===== src/include/tp_map.svh =====
`ifndef TP_MAP_SVH
`define TP_MAP_SVH
// Register index within a profile; byte address = ((channel*6 + profile)*8 + index)*4
`define TP_IDX_EN_PRI      3'h0
`define TP_IDX_SRC         3'h1
`define TP_IDX_MODE        3'h3
`define TP_IDX_CTRL        3'h4
`define TP_IDX_STAT        3'h5
`define TP_PROF_STRIDE_LG2 3
`define TP_NUM_PROF        6
`define TP_NUM_CH          2
`define TP_ADDR_W          12
// Field positions
`define TP_EN_BIT          0
`define TP_PRI_HI          5
`define TP_PRI_LO          1
`define TP_SRC_HI          4
`define TP_MODE_HI         1
// Reset values
`define TP_RST_BYTE        8'h00
`define TP_NONE_IDX        3'h7
// Source codes
`define TP_SRC_FB_CH0      5'h04
`define TP_SRC_FB_CH1      5'h05
`define TP_SRC_UNUSED_10   5'h0a
`define TP_SRC_LAST_VALID  5'h0e
`define TP_NUM_SRC         15
// Mode codes and worst priority value
`define TP_MODE_BUILDOUT   2'h0
`define TP_MODE_UNUSED     2'h2
`define TP_PRI_WORST       5'h1f
`endif


===== src/include/tp_pkg.sv =====
package tp_pkg;
	typedef enum logic [1:0] {
		MODE_BUILDOUT,
		MODE_INT_ZD,
		MODE_UNUSED,
		MODE_EXT_ZD
	} mode_type;

	typedef enum {
		ST_IDLE,
		ST_ACQUIRE,
		ST_LOCKED
	} acq_state_type;

	typedef struct packed {
		logic       enable;
		logic [4:0] priority_val;
		logic [4:0] source;
		logic [1:0] mode;
	} profile_type;

	typedef struct packed {
		logic        valid;
		logic [2:0]  profile;
		logic [4:0]  source;
		logic        hitless;
	} selection_type;
endpackage


===== src/verilog/translation_profile_select.sv =====
// The APB slave port and the address map are this design's own decisions.
`include "tp_map.svh"
`timescale 1ns/1ns
`default_nettype none
module translation_profile_select
(
	// APB
	input  wire logic                 pclk,
	input  wire logic                 presetn,
	input  wire logic                 psel,
	input  wire logic                 penable,
	input  wire logic                 pwrite,
	input  wire logic [11:0]          paddr,
	input  wire logic [31:0]          pwdata,
	output logic      [31:0]          prdata,
	output logic                      pready,
	output logic                      pslverr,
	// Loop control and status per channel
	input  wire logic [1:0]           switch_req,
	input  wire logic [1:0]           phase_aligned,
	input  wire logic [1:0]           ref_valid,
	output logic      [11:0]          profile_active,
	output logic      [9:0]           ts_source,
	output logic      [1:0]           ts_source_valid,
	output logic      [1:0]           slew_limit_en,
	output logic      [1:0]           buildout_insert,
	output logic      [1:0]           hitless_steer,
	output logic      [1:0]           clamp_en,
	output logic      [1:0]           multifunction_status_pin
);
	localparam int NP = `TP_NUM_PROF;
	localparam int NC = `TP_NUM_CH;

	logic [1:0]  sw_s1_q;
	logic [1:0]  sw_s2_q;
	logic [1:0]  al_s1_q;
	logic [1:0]  al_s2_q;
	logic [1:0]  rv_s1_q;
	logic [1:0]  rv_s2_q;
	logic [1:0]  sw_prev_q;
	logic [7:0]  en_pri_q [NC*NP];
	logic [4:0]  src_q    [NC*NP];
	logic [1:0]  mode_q   [NC*NP];
	logic [1:0]  clamp_q;

	// Source code legality for a channel
	function automatic logic src_ok(input logic [4:0] code, input int ch);
		logic ok;
		ok = (code <= `TP_SRC_LAST_VALID) && (code != `TP_SRC_UNUSED_10);
		if (code == `TP_SRC_FB_CH0)
			ok = (ch == 1);
		if (code == `TP_SRC_FB_CH1)
			ok = (ch == 0);
		return ok;
	endfunction

	// One-hot active vector of a channel
	function automatic logic [NP-1:0] prof_decode(input logic en, input logic [2:0] idx);
		logic [NP-1:0] v;
		v = '0;
		for (int p = 0; p < NP; p++)
			v[p] = en && (idx == 3'(p));
		return v;
	endfunction

	// Address decode: {channel*6 + profile, index}
	logic [3:0] slot;
	logic [2:0] ridx;
	logic       hit;
	assign slot = paddr[8:2+`TP_PROF_STRIDE_LG2];
	assign ridx = paddr[4:2];
	assign hit  = (slot < 4'(NC*NP)) && (paddr[1:0] == 2'h0) &&
	              (paddr[11:9] == 3'h0) &&
	              ((ridx == `TP_IDX_EN_PRI) || (ridx == `TP_IDX_SRC) ||
	               (ridx == `TP_IDX_MODE) || (ridx == `TP_IDX_CTRL) ||
	               (ridx == `TP_IDX_STAT));
	logic access;
	assign access = psel && penable && pready;

	always_ff @(posedge pclk or negedge presetn)
	begin
		if (!presetn)
		begin
			sw_s1_q <= 2'h0;
			sw_s2_q <= 2'h0;
			al_s1_q <= 2'h0;
			al_s2_q <= 2'h0;
			rv_s1_q <= 2'h0;
			rv_s2_q <= 2'h0;
			sw_prev_q <= 2'h0;
		end
		else
		begin
			sw_s1_q <= switch_req;
			sw_s2_q <= sw_s1_q;
			al_s1_q <= phase_aligned;
			al_s2_q <= al_s1_q;
			rv_s1_q <= ref_valid;
			rv_s2_q <= rv_s1_q;
			sw_prev_q <= sw_s2_q;
		end
	end

	// Profile registers
	always_ff @(posedge pclk or negedge presetn)
	begin
		if (!presetn)
		begin
			for (int i = 0; i < NC*NP; i++)
			begin
				en_pri_q[i] <= `TP_RST_BYTE;
				src_q[i]    <= 5'h00;
				mode_q[i]   <= `TP_MODE_BUILDOUT;
			end
			clamp_q <= 2'h0;
		end
		else if (access && pwrite && hit)
		begin
			case (ridx)
				`TP_IDX_EN_PRI: en_pri_q[slot] <= {2'h0, pwdata[`TP_PRI_HI:0]};
				`TP_IDX_SRC:    src_q[slot]    <= pwdata[`TP_SRC_HI:0];
				`TP_IDX_MODE:   mode_q[slot]   <= pwdata[`TP_MODE_HI:0];
				`TP_IDX_CTRL:   clamp_q[slot >= 4'(NP)] <= pwdata[0];
				default:        clamp_q <= clamp_q;
			endcase
		end
	end

	// Per-channel selection
	logic [2:0] cur_q [NC];
	logic [2:0] best  [NC];
	tp_pkg::acq_state_type st_q [NC];

	genvar c;
	generate
		for (c = 0; c < NC; c++)
		begin : g_ch
			always_comb
			begin
				logic [4:0] bp;
				logic [3:0] k;
				k = 4'h0;
				bp = `TP_PRI_WORST;
				best[c] = `TP_NONE_IDX;
				for (int p = 0; p < NP; p++)
				begin
					k = 4'(c*NP + p);
					// Enabled with a legal source only, lowest priority value wins, lowest index on tie
					if (en_pri_q[k][`TP_EN_BIT] && src_ok(src_q[k], c) &&
					    (best[c] == `TP_NONE_IDX ||
					     en_pri_q[k][`TP_PRI_HI:`TP_PRI_LO] < bp))
					begin
						bp = en_pri_q[k][`TP_PRI_HI:`TP_PRI_LO];
						best[c] = 3'(p);
					end
				end
			end

			logic [3:0] ck;
			logic       cur_en;
			logic       hitl;
			assign ck     = 4'(c*NP) + {1'b0, cur_q[c]};
			assign cur_en = (cur_q[c] != `TP_NONE_IDX) && en_pri_q[ck][`TP_EN_BIT] &&
			                src_ok(src_q[ck], c);
			assign hitl   = (cur_q[c] != `TP_NONE_IDX) &&
			                (mode_q[ck] != `TP_MODE_BUILDOUT);

			always_ff @(posedge pclk or negedge presetn)
			begin
				if (!presetn)
					cur_q[c] <= `TP_NONE_IDX;
				else if (!cur_en || (sw_s2_q[c] && !sw_prev_q[c]))
					cur_q[c] <= best[c];
			end

			always_ff @(posedge pclk or negedge presetn)
			begin
				if (!presetn)
					st_q[c] <= tp_pkg::ST_IDLE;
				else
				begin
					case (st_q[c])
						tp_pkg::ST_IDLE:
							if (cur_en)
								st_q[c] <= tp_pkg::ST_ACQUIRE;
						tp_pkg::ST_ACQUIRE:
							if (!cur_en)
								st_q[c] <= tp_pkg::ST_IDLE;
							else if (al_s2_q[c])
								st_q[c] <= tp_pkg::ST_LOCKED;
						tp_pkg::ST_LOCKED:
							if (!cur_en)
								st_q[c] <= tp_pkg::ST_IDLE;
						default:
							st_q[c] <= tp_pkg::ST_IDLE;
					endcase
					// New profile restarts acquisition from its own settings
					if (cur_en && cur_q[c] != best[c] && sw_s2_q[c] && !sw_prev_q[c])
						st_q[c] <= tp_pkg::ST_ACQUIRE;
				end
			end

			always_ff @(posedge pclk or negedge presetn)
			begin
				if (!presetn)
				begin
					profile_active[c*NP +: NP] <= '0;
					ts_source[c*5 +: 5]       <= 5'h00;
					ts_source_valid[c]        <= 1'b0;
					multifunction_status_pin[c] <= 1'b0;
					buildout_insert[c]        <= 1'b0;
					slew_limit_en[c]          <= 1'b0;
					hitless_steer[c]          <= 1'b0;
					clamp_en[c]               <= 1'b0;
				end
				else
				begin
					profile_active[c*NP +: NP] <= prof_decode(cur_en, cur_q[c]);
					ts_source[c*5 +: 5] <= cur_en ? src_q[ck] : 5'h00;
					ts_source_valid[c] <= cur_en;
					multifunction_status_pin[c] <= cur_en;
					buildout_insert[c] <= (st_q[c] == tp_pkg::ST_ACQUIRE);
					slew_limit_en[c] <= (st_q[c] == tp_pkg::ST_ACQUIRE) && hitl;
					hitless_steer[c] <= (st_q[c] == tp_pkg::ST_ACQUIRE) && hitl;
					clamp_en[c] <= clamp_q[c];
				end
			end
		end
	endgenerate

	// APB read and answer
	always_ff @(posedge pclk or negedge presetn)
	begin
		if (!presetn)
		begin
			prdata  <= 32'h0000_0000;
			pready  <= 1'b0;
			pslverr <= 1'b0;
		end
		else
		begin
			pready  <= psel && !penable;
			pslverr <= psel && !penable && !hit;
			prdata  <= 32'h0000_0000;
			if (psel && !penable && !pwrite && hit)
			begin
				case (ridx)
					`TP_IDX_EN_PRI: prdata <= {24'h00_0000, en_pri_q[slot]};
					`TP_IDX_SRC:    prdata <= {27'h000_0000, src_q[slot]};
					`TP_IDX_MODE:   prdata <= {30'h0000_0000, mode_q[slot]};
					`TP_IDX_CTRL:   prdata <= {31'h0000_0000, clamp_q[slot >= 4'(NP)]};
					default:        prdata <= {29'h0000_0000,
					                           rv_s2_q[slot >= 4'(NP)],
					                           profile_active[slot],
					                           src_ok(src_q[slot], int'(slot >= 4'(NP)))};
				endcase
			end
		end
	end

	// Assertions
	property p_disabled_never_active;
		@(posedge pclk) disable iff (!presetn)
		profile_active[1] |-> $past(en_pri_q[1][`TP_EN_BIT]);
	endproperty
	a_disabled_never_active: assert property (p_disabled_never_active)
		else $error("disabled profile became active");

	property p_one_hot_active;
		@(posedge pclk) disable iff (!presetn)
		$onehot0(profile_active[NP-1:0]) && $onehot0(profile_active[2*NP-1:NP]);
	endproperty
	a_one_hot_active: assert property (p_one_hot_active)
		else $error("more than one active profile");

	property p_pin_follows_active;
		@(posedge pclk) disable iff (!presetn)
		multifunction_status_pin[0] == (|profile_active[NP-1:0]);
	endproperty
	a_pin_follows_active: assert property (p_pin_follows_active)
		else $error("active flag mismatch");

	property p_none_enabled;
		@(posedge pclk) disable iff (!presetn)
		(best[0] == `TP_NONE_IDX) [*3] |-> (profile_active[NP-1:0] == '0);
	endproperty
	a_none_enabled: assert property (p_none_enabled)
		else $error("active without enabled profile");

	property p_buildout_no_slew;
		@(posedge pclk) disable iff (!presetn)
		buildout_insert[0] && !hitless_steer[0] |-> !slew_limit_en[0];
	endproperty
	a_buildout_no_slew: assert property (p_buildout_no_slew)
		else $error("slew limiter on during buildout");

	property p_hitless_slew;
		@(posedge pclk) disable iff (!presetn)
		hitless_steer[0] |-> slew_limit_en[0] && buildout_insert[0];
	endproperty
	a_hitless_slew: assert property (p_hitless_slew)
		else $error("hitless without slew limiter");

	property p_source_routed;
		@(posedge pclk) disable iff (!presetn)
		ts_source_valid[0] |-> ts_source[4:0] != `TP_SRC_FB_CH0;
	endproperty
	a_source_routed: assert property (p_source_routed)
		else $error("illegal feedback source on channel zero");

	property p_source_routed_ch1;
		@(posedge pclk) disable iff (!presetn)
		ts_source_valid[1] |-> ts_source[9:5] != `TP_SRC_FB_CH1;
	endproperty
	a_source_routed_ch1: assert property (p_source_routed_ch1)
		else $error("illegal feedback source on channel one");

	property p_apb_answer;
		@(posedge pclk) disable iff (!presetn)
		psel && !penable |=> pready;
	endproperty
	a_apb_answer: assert property (p_apb_answer)
		else $error("no ready after setup");
endmodule // translation_profile_select
`default_nettype wire

===== config.mk =====
export PLATFORM = sky130hd
export DESIGN_NAME = translation_profile_select
export DESIGN_NICKNAME = d
export VERILOG_FILES = /design/src/include/tp_pkg.sv /design/src/verilog/translation_profile_select.sv
export VERILOG_INCLUDE_DIRS = /design/src /design/src/include
export SDC_FILE = /design/constraint.sdc
export NUM_CORES = 1
export LEC_CHECK = 0
export BUFFER_PORTS_ARGS = -buffer_cell sky130_fd_sc_hd__buf_2
export CORE_AREA = 10 10 210 212
export DETAILED_ROUTE_END_ITERATION = 8
export DIE_AREA = 0 0 220 222
export PLACE_DENSITY = 0.63
export SETUP_SLACK_MARGIN = 0.15
export SLEW_MARGIN = 20
export SYNTH_ARGS = -nofsm -noshare
export SYNTH_HDL_FRONTEND = slang
export SYNTH_SLANG_ARGS = --single-unit

===== constraint.sdc =====
create_clock -name pclk -period 13.77 [get_ports pclk]
set_input_delay 2.0655 -clock pclk [delete_from_list [all_inputs] [get_ports pclk]]
set_output_delay 2.0655 -clock pclk [all_outputs]
set_load 0.01 [all_outputs]

# Word level (Yosys, flattened, before mapping)
# Index checks and enable logic that the tools add are counted.
# classes
n_mux,113
n_eq_ne,85
order_cmp,34
n_bitwise,4
n_addsub,1
n_reduce_logical,116
# ops
op,n
2-to-1 mux 32 bit,10
case mux 32 bit (3 select lines),2
== test 5 x 3 -> 1 bit (second input constant),30
== test 32 x 2 -> 1 bit (second input constant),4
binary-select mux 8 bit (select 4 bit),3
bitwise mux 96 bit,1
2-to-1 mux 5 bit,19
logical AND 1 bit,78
less-or-equal comparator 5 x 4 -> 1 bit (second input constant),15
inequality test 5 x 4 -> 1 bit (second input constant),15
== test 32 x 1 -> 1 bit (second input constant),2
logical NOT 32 bit,2
binary-select mux 5 bit (select 4 bit),3
bitwise mux 60 bit,1
< comparator 5 bit,10
== test 3 bit (second input constant),16
2-to-1 mux 1 bit,40
2-to-1 mux 3 bit,12
demux 8 bit (select 4 bit),1
2-to-1 mux 8 bit,4
case mux 8 bit (4 select lines),1
binary-select mux 2 bit (select 4 bit),3
bitwise mux 24 bit,1
demux 5 bit (select 4 bit),1
other kinds (28),79
# word_totals
regBits,330
out_inout_bits,68
in_bits,55

# Longest topological paths before layout
# Gate-level depths: netlist of the first run.
# logic_depth
depth_word,32
mapped_depth,53
ltp_nobuf,51

# Worst setup path after synthesis of the first run
# No wires, ideal clock.
# synth_path
path_kind,register to register
from,reg src_q[55] (netlist bit)
to,reg st_q[32] (netlist bit)
path_slack_ns,4.946
stages_incl_launch_ff,50
t_arrival_ns,8.703
period_less_slack_ns,8.824
setup_ns,0.121
path_cell_list,dfrtp_1 nor3_1 o21ai_2 nand2_1 nor2_1 ha_1 o221ai_1 a31oi_1 o21a_1 nor2_1 a21oi_1 inv_1 ha_1 nand3b_1 a311o_1 a221oi_4 nand3_1 nand2_1 [... 14 more ...] o21ai_0 nand2b_1 a41o_1 a21oi_1 a21oi_2 mux2_1 ha_1 a21oi_1 nor2b_1 o21ai_0 nand2b_1 a41o_1 a21oi_1 nor2_1 o221ai_1 a21boi_2 o31ai_2 a22o_1
# synth_between
elab_chain_len,32
# synth_rtl
item,line_no,rtl
start: declaration,translation_profile_select.sv:42,logic [4:0] src_q [NC*NP];
start signal: indexed assignment,translation_profile_select.sv:121,`TP_IDX_SRC: src_q[slot] <= pwdata[`TP_SRC_HI:0];
less-or-equal comparator 5 x 4 -> 1 bit (no source line) / inequality test 5 x 4 -> 1 bit (equally long branches),--,
logical AND 1 bit,translation_profile_select.sv:49,ok = (code <= `TP_SRC_LAST_VALID) && (code != `TP_SRC_UNUSED_10);
2-to-1 mux 1 bit,translation_profile_select.sv:50,if (code == `TP_SRC_FB_CH0)
2-to-1 mux 1 bit,translation_profile_select.sv:52,if (code == `TP_SRC_FB_CH1)
logical AND 1 bit,translation_profile_select.sv:149,"if (en_pri_q[k][`TP_EN_BIT] && src_ok(src_q[k], c) &&"
2-to-1 mux 5 bit / 2-to-1 mux 3 bit (equally long branches),translation_profile_select.sv:149,
< comparator 5 bit / == test 3 bit (equally long branches),--,
logical OR 1 bit,translation_profile_select.sv:150,(best[c] == `TP_NONE_IDX ||
[... 14 more ...],--,
< comparator 5 bit / == test 3 bit (equally long branches),--,
logical OR 1 bit,translation_profile_select.sv:150,
logical AND 1 bit,translation_profile_select.sv:149,
2-to-1 mux 3 bit,translation_profile_select.sv:149,
inequality test 3 bit,translation_profile_select.sv:198,if (cur_en && cur_q[c] != best[c] && sw_s2_q[c] && !sw_prev_q[c])
logical AND 1 bit (3 in a row),translation_profile_select.sv:198,
inequality test 4 bit (no source line) / inequality test 3 bit (equally long branches),--,
AND reduction 3 bit (no source line),--,
end signal: indexed assignment,translation_profile_select.sv:193,st_q[c] <= tp_pkg::ST_IDLE;
end signal: indexed assignment,translation_profile_select.sv:195,st_q[c] <= tp_pkg::ST_IDLE;
end signal: indexed assignment,translation_profile_select.sv:199,st_q[c] <= tp_pkg::ST_ACQUIRE;
end: declaration,translation_profile_select.sv:132,tp_pkg::acq_state_type st_q [NC];
# Several ways; a longest one is shown, not always the timed one. The select of a mux whose other input is x is not followed.
# A chain may end at the register's enable or synchronous reset.

# Final worst setup path of the first run
# layout_path
from,reg src_q[58] (netlist bit)
to,reg st_q[32] (netlist bit)
# Same word-level chain as after synthesis.

==> impl_metrics.csv, run 1 <==
group,metric,value,unit
run_status,status,"complete, no violations",
yosys,ys_seq_elements,220,
setup_path,critPathCaptureType,"register",
global_route,gr-usage-met2,0.258,
die,ioPinCount,123,
yosys,ys_seq_area_frac,0.400,
setup_path,crit_slowest_cell,"a211oi_2",
die,fp-row-count,73,
place,hpwl,27400,um
die,start_util,0.347,
timing,setup_slack,2.75,ns
timing,finalSetupViolCount,0,
detailed_routing,drtIter0Drc,723,
timing,hold_viol,0,
die,coreArea,39600,um2
pwr,p_int,1080,uW
cells_and_area,finalNetCount,1369,
yosys,synth_area,13800,um2
die,fp.dieW,220,um
timing,tightest_slew,0.955,ns
clock_tree,cts.clk_slew.worst_paths,0.06,ns
global_route,grtUsageTotal,0.150,
global_route,grt_max_degree,76,
pwr,p_leak,0.00719,uW
clock_tree,ctsResizeCount,0,
timing,tns,0,ns
global_route,use_met3,0.0164,
setup_path,crit_fanout,14,
cells_and_area,n_fill_cell,3847,
clock_tree,worstSkewPairLatency,0.53,ns
detailed_routing,postRouteAntennaNets,0,
pwr,power_frac_clock,0.494,
global_route,grt_antenna_before_repair,0,
clock_tree,cts_tree,"done",
pwr,sw_frac_of_total,0.228,
place,gp_congestion,0.894,
pwr,irDropWorstVdd,0.0760,mV
pwr,netSwitchingPower,320,uW
place,io_buffers,70,
setup_path,max_stage_delay,0.72,ns
cells_and_area,final_cell_count_no_fill,1821,
clock_tree,hold_buffers,0,
timing,slew_viol_final,0,
global_route,grtUsageMet1,0.192,
pwr,comb_power_share,0.043,
yosys,yosys_warnings,0,
yosys,yosysUniqueCellTypes,93,
timing,relSlewSlack,0.364,
global_route,top_usage_layer,"met2",
pwr,power_frac_seq,0.463,
timing,fmax,0.0908,GHz
die,die_h,222,um
cells_and_area,seqCellArea,5510,um2
global_route,grt_overflow,0,
detailed_routing,via_count,10200,
setup_path,cp.arrival,11.43,ns
timing,fin_crit,11.02,ns
run,cap_violations,0,
setup_path,cp-start-kind,"register",
die,dieArea,48800,um2
clock_tree,clk_path_buf_depth,3,
clock_tree,root_buffer,"clkbuf_16",
setup_path,worstPathRequired,14.18,ns
yosys,synth_flop_cell,"dfrtp_1",
clock_tree,clock_sinks,220,
place,dp_slack,2.95,ns
yosys,ys_top_cells_by_count,"dfrtp_1, mux2_2, nand2_1, nor2_1, mux4_2",
yosys,synth.avg_cell_area,11.1,um2
cells_and_area,areaGrowthSynthToFinish,11.5,%
yosys,async_flop_share,1.00,
timing,hold_ws,0.345,ns
timing,rsz0062_at_grt,"no",
global_route,grt_pass1_vias,10100,
global_route,grt_pass1_wl,59000,um
pwr,power_density,91.5,nW/um2
setup_path,critical_path_class,"reg2reg",
cells_and_area,antennaDiodeCount,0,
detailed_routing,drc,0,
hold_path,hold_path_class,"reg2reg",
detailed_routing,wirelength,37900,um
yosys,synth.top_cell.area_share,0.389,
yosys,syn_inst,1235,
timing,fin_skew,0.0224,ns
cells_and_area,multi_input_area,7730,um2
detailed_routing,via_per_inst,5.60,
detailed_routing,dr.pass1.iters,5,
cells_and_area,drive_gt1_frac,0.296,
yosys,yosysTopAreaCell,"dfrtp_1",
yosys,yosysMostFrequentCell,"dfrtp_1",
yosys,synth_edf_count,0,
clock_tree,post-cts-setup-buffers,0,
place,dp_cells,1777,
yosys,synth_area_leaders,"dfrtp_1, mux2_2, mux4_2",
clock_tree,numCtsBuffers,25,
clock_tree,ctsHtreeMaxLevel,1,
timing,period_share,0.800,
detailed_routing,avgRoutedWirePerCell,20.8,um
worst max-delay path: cells and delay by family (launching register included):
kind | cells | cell delay, ns
AOI/OAI and AO/OA | 26 | 5.87
adders and majority gates | 5 | 1.59
buffers and inverters | 2 | 0.16
DFF | 1 | 0.47
muxes | 1 | 0.36
and+or+nand+nor | 16 | 2.42
placed cells by master (no fill, tap or decap), types with 6 or more instances in the layout:
cell       Yosys  routed
a21oi_1       43      43
buf_2          1      69
nand4_1        8       8
o211ai_1      10      10
nand2b_1      16      16
xnor2_1       12      12
inv_1         48      48
mux2i_1       28      28
and3_1         7       7
conb_1         1      28
nand2_1      102     102
dfstp_2        6       6
clkbuf_16      0      25
o21ai_0       45      45
mux4_2        58      58
nand3_1       25      25
a211oi_1      17      17
a311o_1        7       7
dfrtp_1      214     214
nor2b_1       30      29
mux4_1         7       7
clkbuf_8       0       6
a31oi_1       10      10
nor3_1        45      44
o31ai_1        6       6
a21o_1         8       8
ha_1          35      35
mux2_2       166     166
nor2_1        76      76
flip-flops by register name, indices dropped and copies added, names as in the netlist, 4 cells and up:
name and count:
st_q 4, prdata 6, cur_q 6, ts_source 10, en_pri_q 72, profile_active 12
mode_q 24, src_q 60
power by group through the flow:
stage | combinational, uW | sequential (uW) | clock, uW
2_1_floorplan | 34.7 | 662 | 0
3_3_place_gp | 59.9 | 662 | 0
5_1_grt | 66.0 | 651 | 737
3_5_place_dp | 60.5 | 662 | 0
6_report | 60.1 | 651 | 694
4_1_cts | 60.7 | 651 | 709
cell type report:
type,count,area share
Multi-Input combinational cell,907,0.504
Sequential cell,220,0.359
Clock buffer,34,0.0469
Tap cell,525,0.0428
Timing Repair Buffer,75,0.0259
Inverter,50,0.0122
Clock inverter,10,0.00913
kinds of logic after synthesis:
logic type	Yosys count	share of synthesized area
flip-flops	220	0.400
AO/OA/AOI/OAI	214	0.115
buffers and inverters	135	0.0456
adder cells (fa/ha/maj)	35	0.0318
multiplexers	264	0.269
other	1	0.000272
AND/OR/NAND/NOR	353	0.129
XOR/XNOR	13	0.00827
final timing paths:
kind | startpoint | to | slack (ns) | cells past startpoint
min reg2reg | al_s1_q[0] | al_s2_q[0] | 0.35 | 0
min | al_s1_q[0] | al_s2_q[0] | 0.35 | 0
max in group asynchronous | presetn | src_q[29] | 10.88 | 2
max reg2reg | src_q[58] | st_q[32] | 2.75 | 50
max | src_q[58] | st_q[32] | 2.75 | 50
min in group asynchronous | presetn | ts_source[0] | 1.50 | 1
per-layer routing:
metal	part of all wire	routed length, um
met3	0.054	2050
met1	0.42	15800
met4	0.027	1030
met2	0.50	19000
met5	0	0
through the flow:
step | utilization | power, uW | cell area (um2)
final | 0.387 | 1400 | 15300
after global routing | 0.387 | 1450 | 15300
after global placement | 0.365 | 722 | 14500
after floorplan | - | 697 | 13900
after detailed placement | 0.365 | 723 | 14500
after CTS | 0.387 | 1420 | 15300
Note: power is estimated with default switching activity, not from simulation.
==> inputs of run 2 (changes only) <==
- clock period: 13.77 -> 11.4 ns (I/O delays scaled with it)
==> run 2 against run 1 <==
Utilization increased by 0.16 points. Clock power increased by 24%. Clock skew decreased by 0.012 ns. Die area unchanged. Worst hold slack improved by 0.00094 ns. Cell area increased by 0.42%. Count of clock-buffer cells in the layout unchanged. Wire length increased by 0.49%.
==> impl_metrics.csv, run 2 (synthesis gave the netlist of run 1 again) <==
group,metric,value,unit
run_status,status,"complete, no violations",
place,dpl-instance-area,14500,um2
clock_tree,root_buffer,"clkbuf_16",
place,dp_slack,0.545,ns
global_route,grt_pass1_vias,10400,
setup_path,cp-start-kind,"register",
cells_and_area,multi_input_area,7760,um2
clock_tree,worstSkewPairLatency,0.53,ns
detailed_routing,dr.pass1.iters,5,
cells_and_area,fin_area,15400,um2
cells_and_area,drive_gt1_frac,0.298,
setup_path,cp.arrival,10.82,ns
die,start_util,0.347,
die,dieArea,48800,um2
detailed_routing,via_count,10300,
clock_tree,numCtsBuffers,24,
pwr,power_density,112,nW/um2
cells_and_area,reg.largest.list,"en_pri_q (72), src_q (60), mode_q (24)",
timing,relSlewSlack,0.357,
cells_and_area,n_fill_cell,3845,
timing,fin_crit,10.40,ns
hold_path,hold_path_class,"reg2reg",
setup_path,worstPathRequired,11.81,ns
global_route,grt_overflow,0,
clock_tree,cts_tree,"done",
detailed_routing,wirelength,38100,um
timing,tns,0,ns
cells_and_area,final_common_cell,"dfrtp_1",
pwr,irDropWorstVdd,0.0866,mV
timing,period_share,0.912,
setup_path,crit_fanout,14,
cells_and_area,finalNetCount,1371,
global_route,grtUsageTotal,0.153,
timing,tightest_slew,0.965,ns
timing,fmax,0.0961,GHz
timing,slew_viol_final,0,
cells_and_area,regMostFlops,"en_pri_q",
clock_tree,cts.clk_slew.worst_paths,0.07,ns
place,gp_congestion,0.899,
clock_tree,clk_path_buf_depth,3,
timing,fin_skew,0.00994,ns
setup_path,crit_slowest_cell,"a211oi_4",
timing,hold_viol,0,
global_route,grt_pass1_wl,60300,um
die,die_h,222,um
die,fp-row-count,73,
detailed_routing,avgRoutedWirePerCell,20.9,um
place,io_buffers,70,
setup_path,critical_path_class,"reg2reg",
cells_and_area,areaGrowthSynthToFinish,12.0,%
detailed_routing,via_per_inst,5.66,
detailed_routing,postRouteAntennaNets,0,
timing,setup_slack,0.998,ns
cells_and_area,seqCellArea,5510,um2
clock_tree,clock_sinks,220,
timing,rsz0062_at_grt,"no",
detailed_routing,drc,0,
cells_and_area,final_cell_mix,"dfrtp_1, mux2_2, nand2_1",
setup_path,critPathCaptureType,"register",
pwr,p_leak,0.00722,uW
cells_and_area,largest_reg_flops,72,
die,fp.dieW,220,um
die,ioPinCount,123,
pwr,total_power,1720,uW
setup_path,max_stage_delay,0.46,ns
timing,finalSetupViolCount,0,
clock_tree,ctsHtreeMaxLevel,1,
run,cap_violations,0,
place,hpwl,27400,um
detailed_routing,drtIter0Drc,651,
global_route,grt_antenna_before_repair,0,
die,coreArea,39600,um2
global_route,grt_max_degree,84,
cells_and_area,antennaDiodeCount,0,
==> run 2: cell types whose count changed in the layout (fill, tap and decap cells not counted), sizes merged <==
cell / delta
clkinvlp: -3
bufinv: +2
buf: +3
inv: -2
clkinv: +1
==> run 2: report_power, final <==
group | switching, uW | internal, uW | total [uW]
clock network | 320 | 543 | 863
logic | 55.1 | 17.1 | 72.2
registers | 1.50 | 784 | 786
total | 377 | 1340 | 1720
==> run 2: area by class of cell <==
type	instances	share of cell area
multi-input combinational	907	0.504
sequential	220	0.358
clock buffer	34	0.0460
tap	525	0.0426
timing repair buffer	78	0.0273
inverter	50	0.0122
clock inverter	8	0.0107
==> run 2: final timing paths <==
check | from | endpoint | slack (ns) | cells after the start
max reg2reg | src_q[56] | st_q[32] | 1.0 | 48
max | src_q[56] | st_q[32] | 1.0 | 48
max in group asynchronous | presetn | en_pri_q[91] | 8.85 | 2
min in group asynchronous | presetn | ts_source[0] | 1.15 | 1
min reg2reg | rv_s1_q[1] | rv_s2_q[1] | 0.35 | 0
min | rv_s1_q[1] | rv_s2_q[1] | 0.35 | 0
==> run 2: routing by layer <==
layer / track usage / vias up / share of wire
li1: - / 4648 / -
met1: 0.194 / 5253 / 0.42
met2: 0.258 / 332 / 0.49
met3: 0.0180 / 87 / 0.054
met4: 0.0632 / 0 / 0.041
met5: 0 / - / 0
==> run 2: critical path, delay by kind of cell, from the launching register on <==
family                   cells  cell delay (ns)
AO/OA/AOI/OAI               24             5.08
AND/OR/NAND/NOR             15             2.46
adder cells (fa/ha/maj)      5             1.42
multiplexers                 2             0.70
flip-flops                   1             0.45
buffers and inverters        2             0.15
==> run 2: per-stage QoR <==
stage	hold slack, ns	util	std cells
after CTS	0.348	0.388	1819
after detailed placement	0.335	0.365	1777
after floorplan	0.331	-	1262
final	0.346	0.389	1822
after global routing	0.350	0.389	1822
after global placement	0.335	0.365	1777
==> run 2: repair_timing <==
action / CTS / global route
hold buffers: 0 / 0
resized for setup: 0 / 7
buffers inserted: 0 / 3
endpoints found under the setup margin: 0 / 5
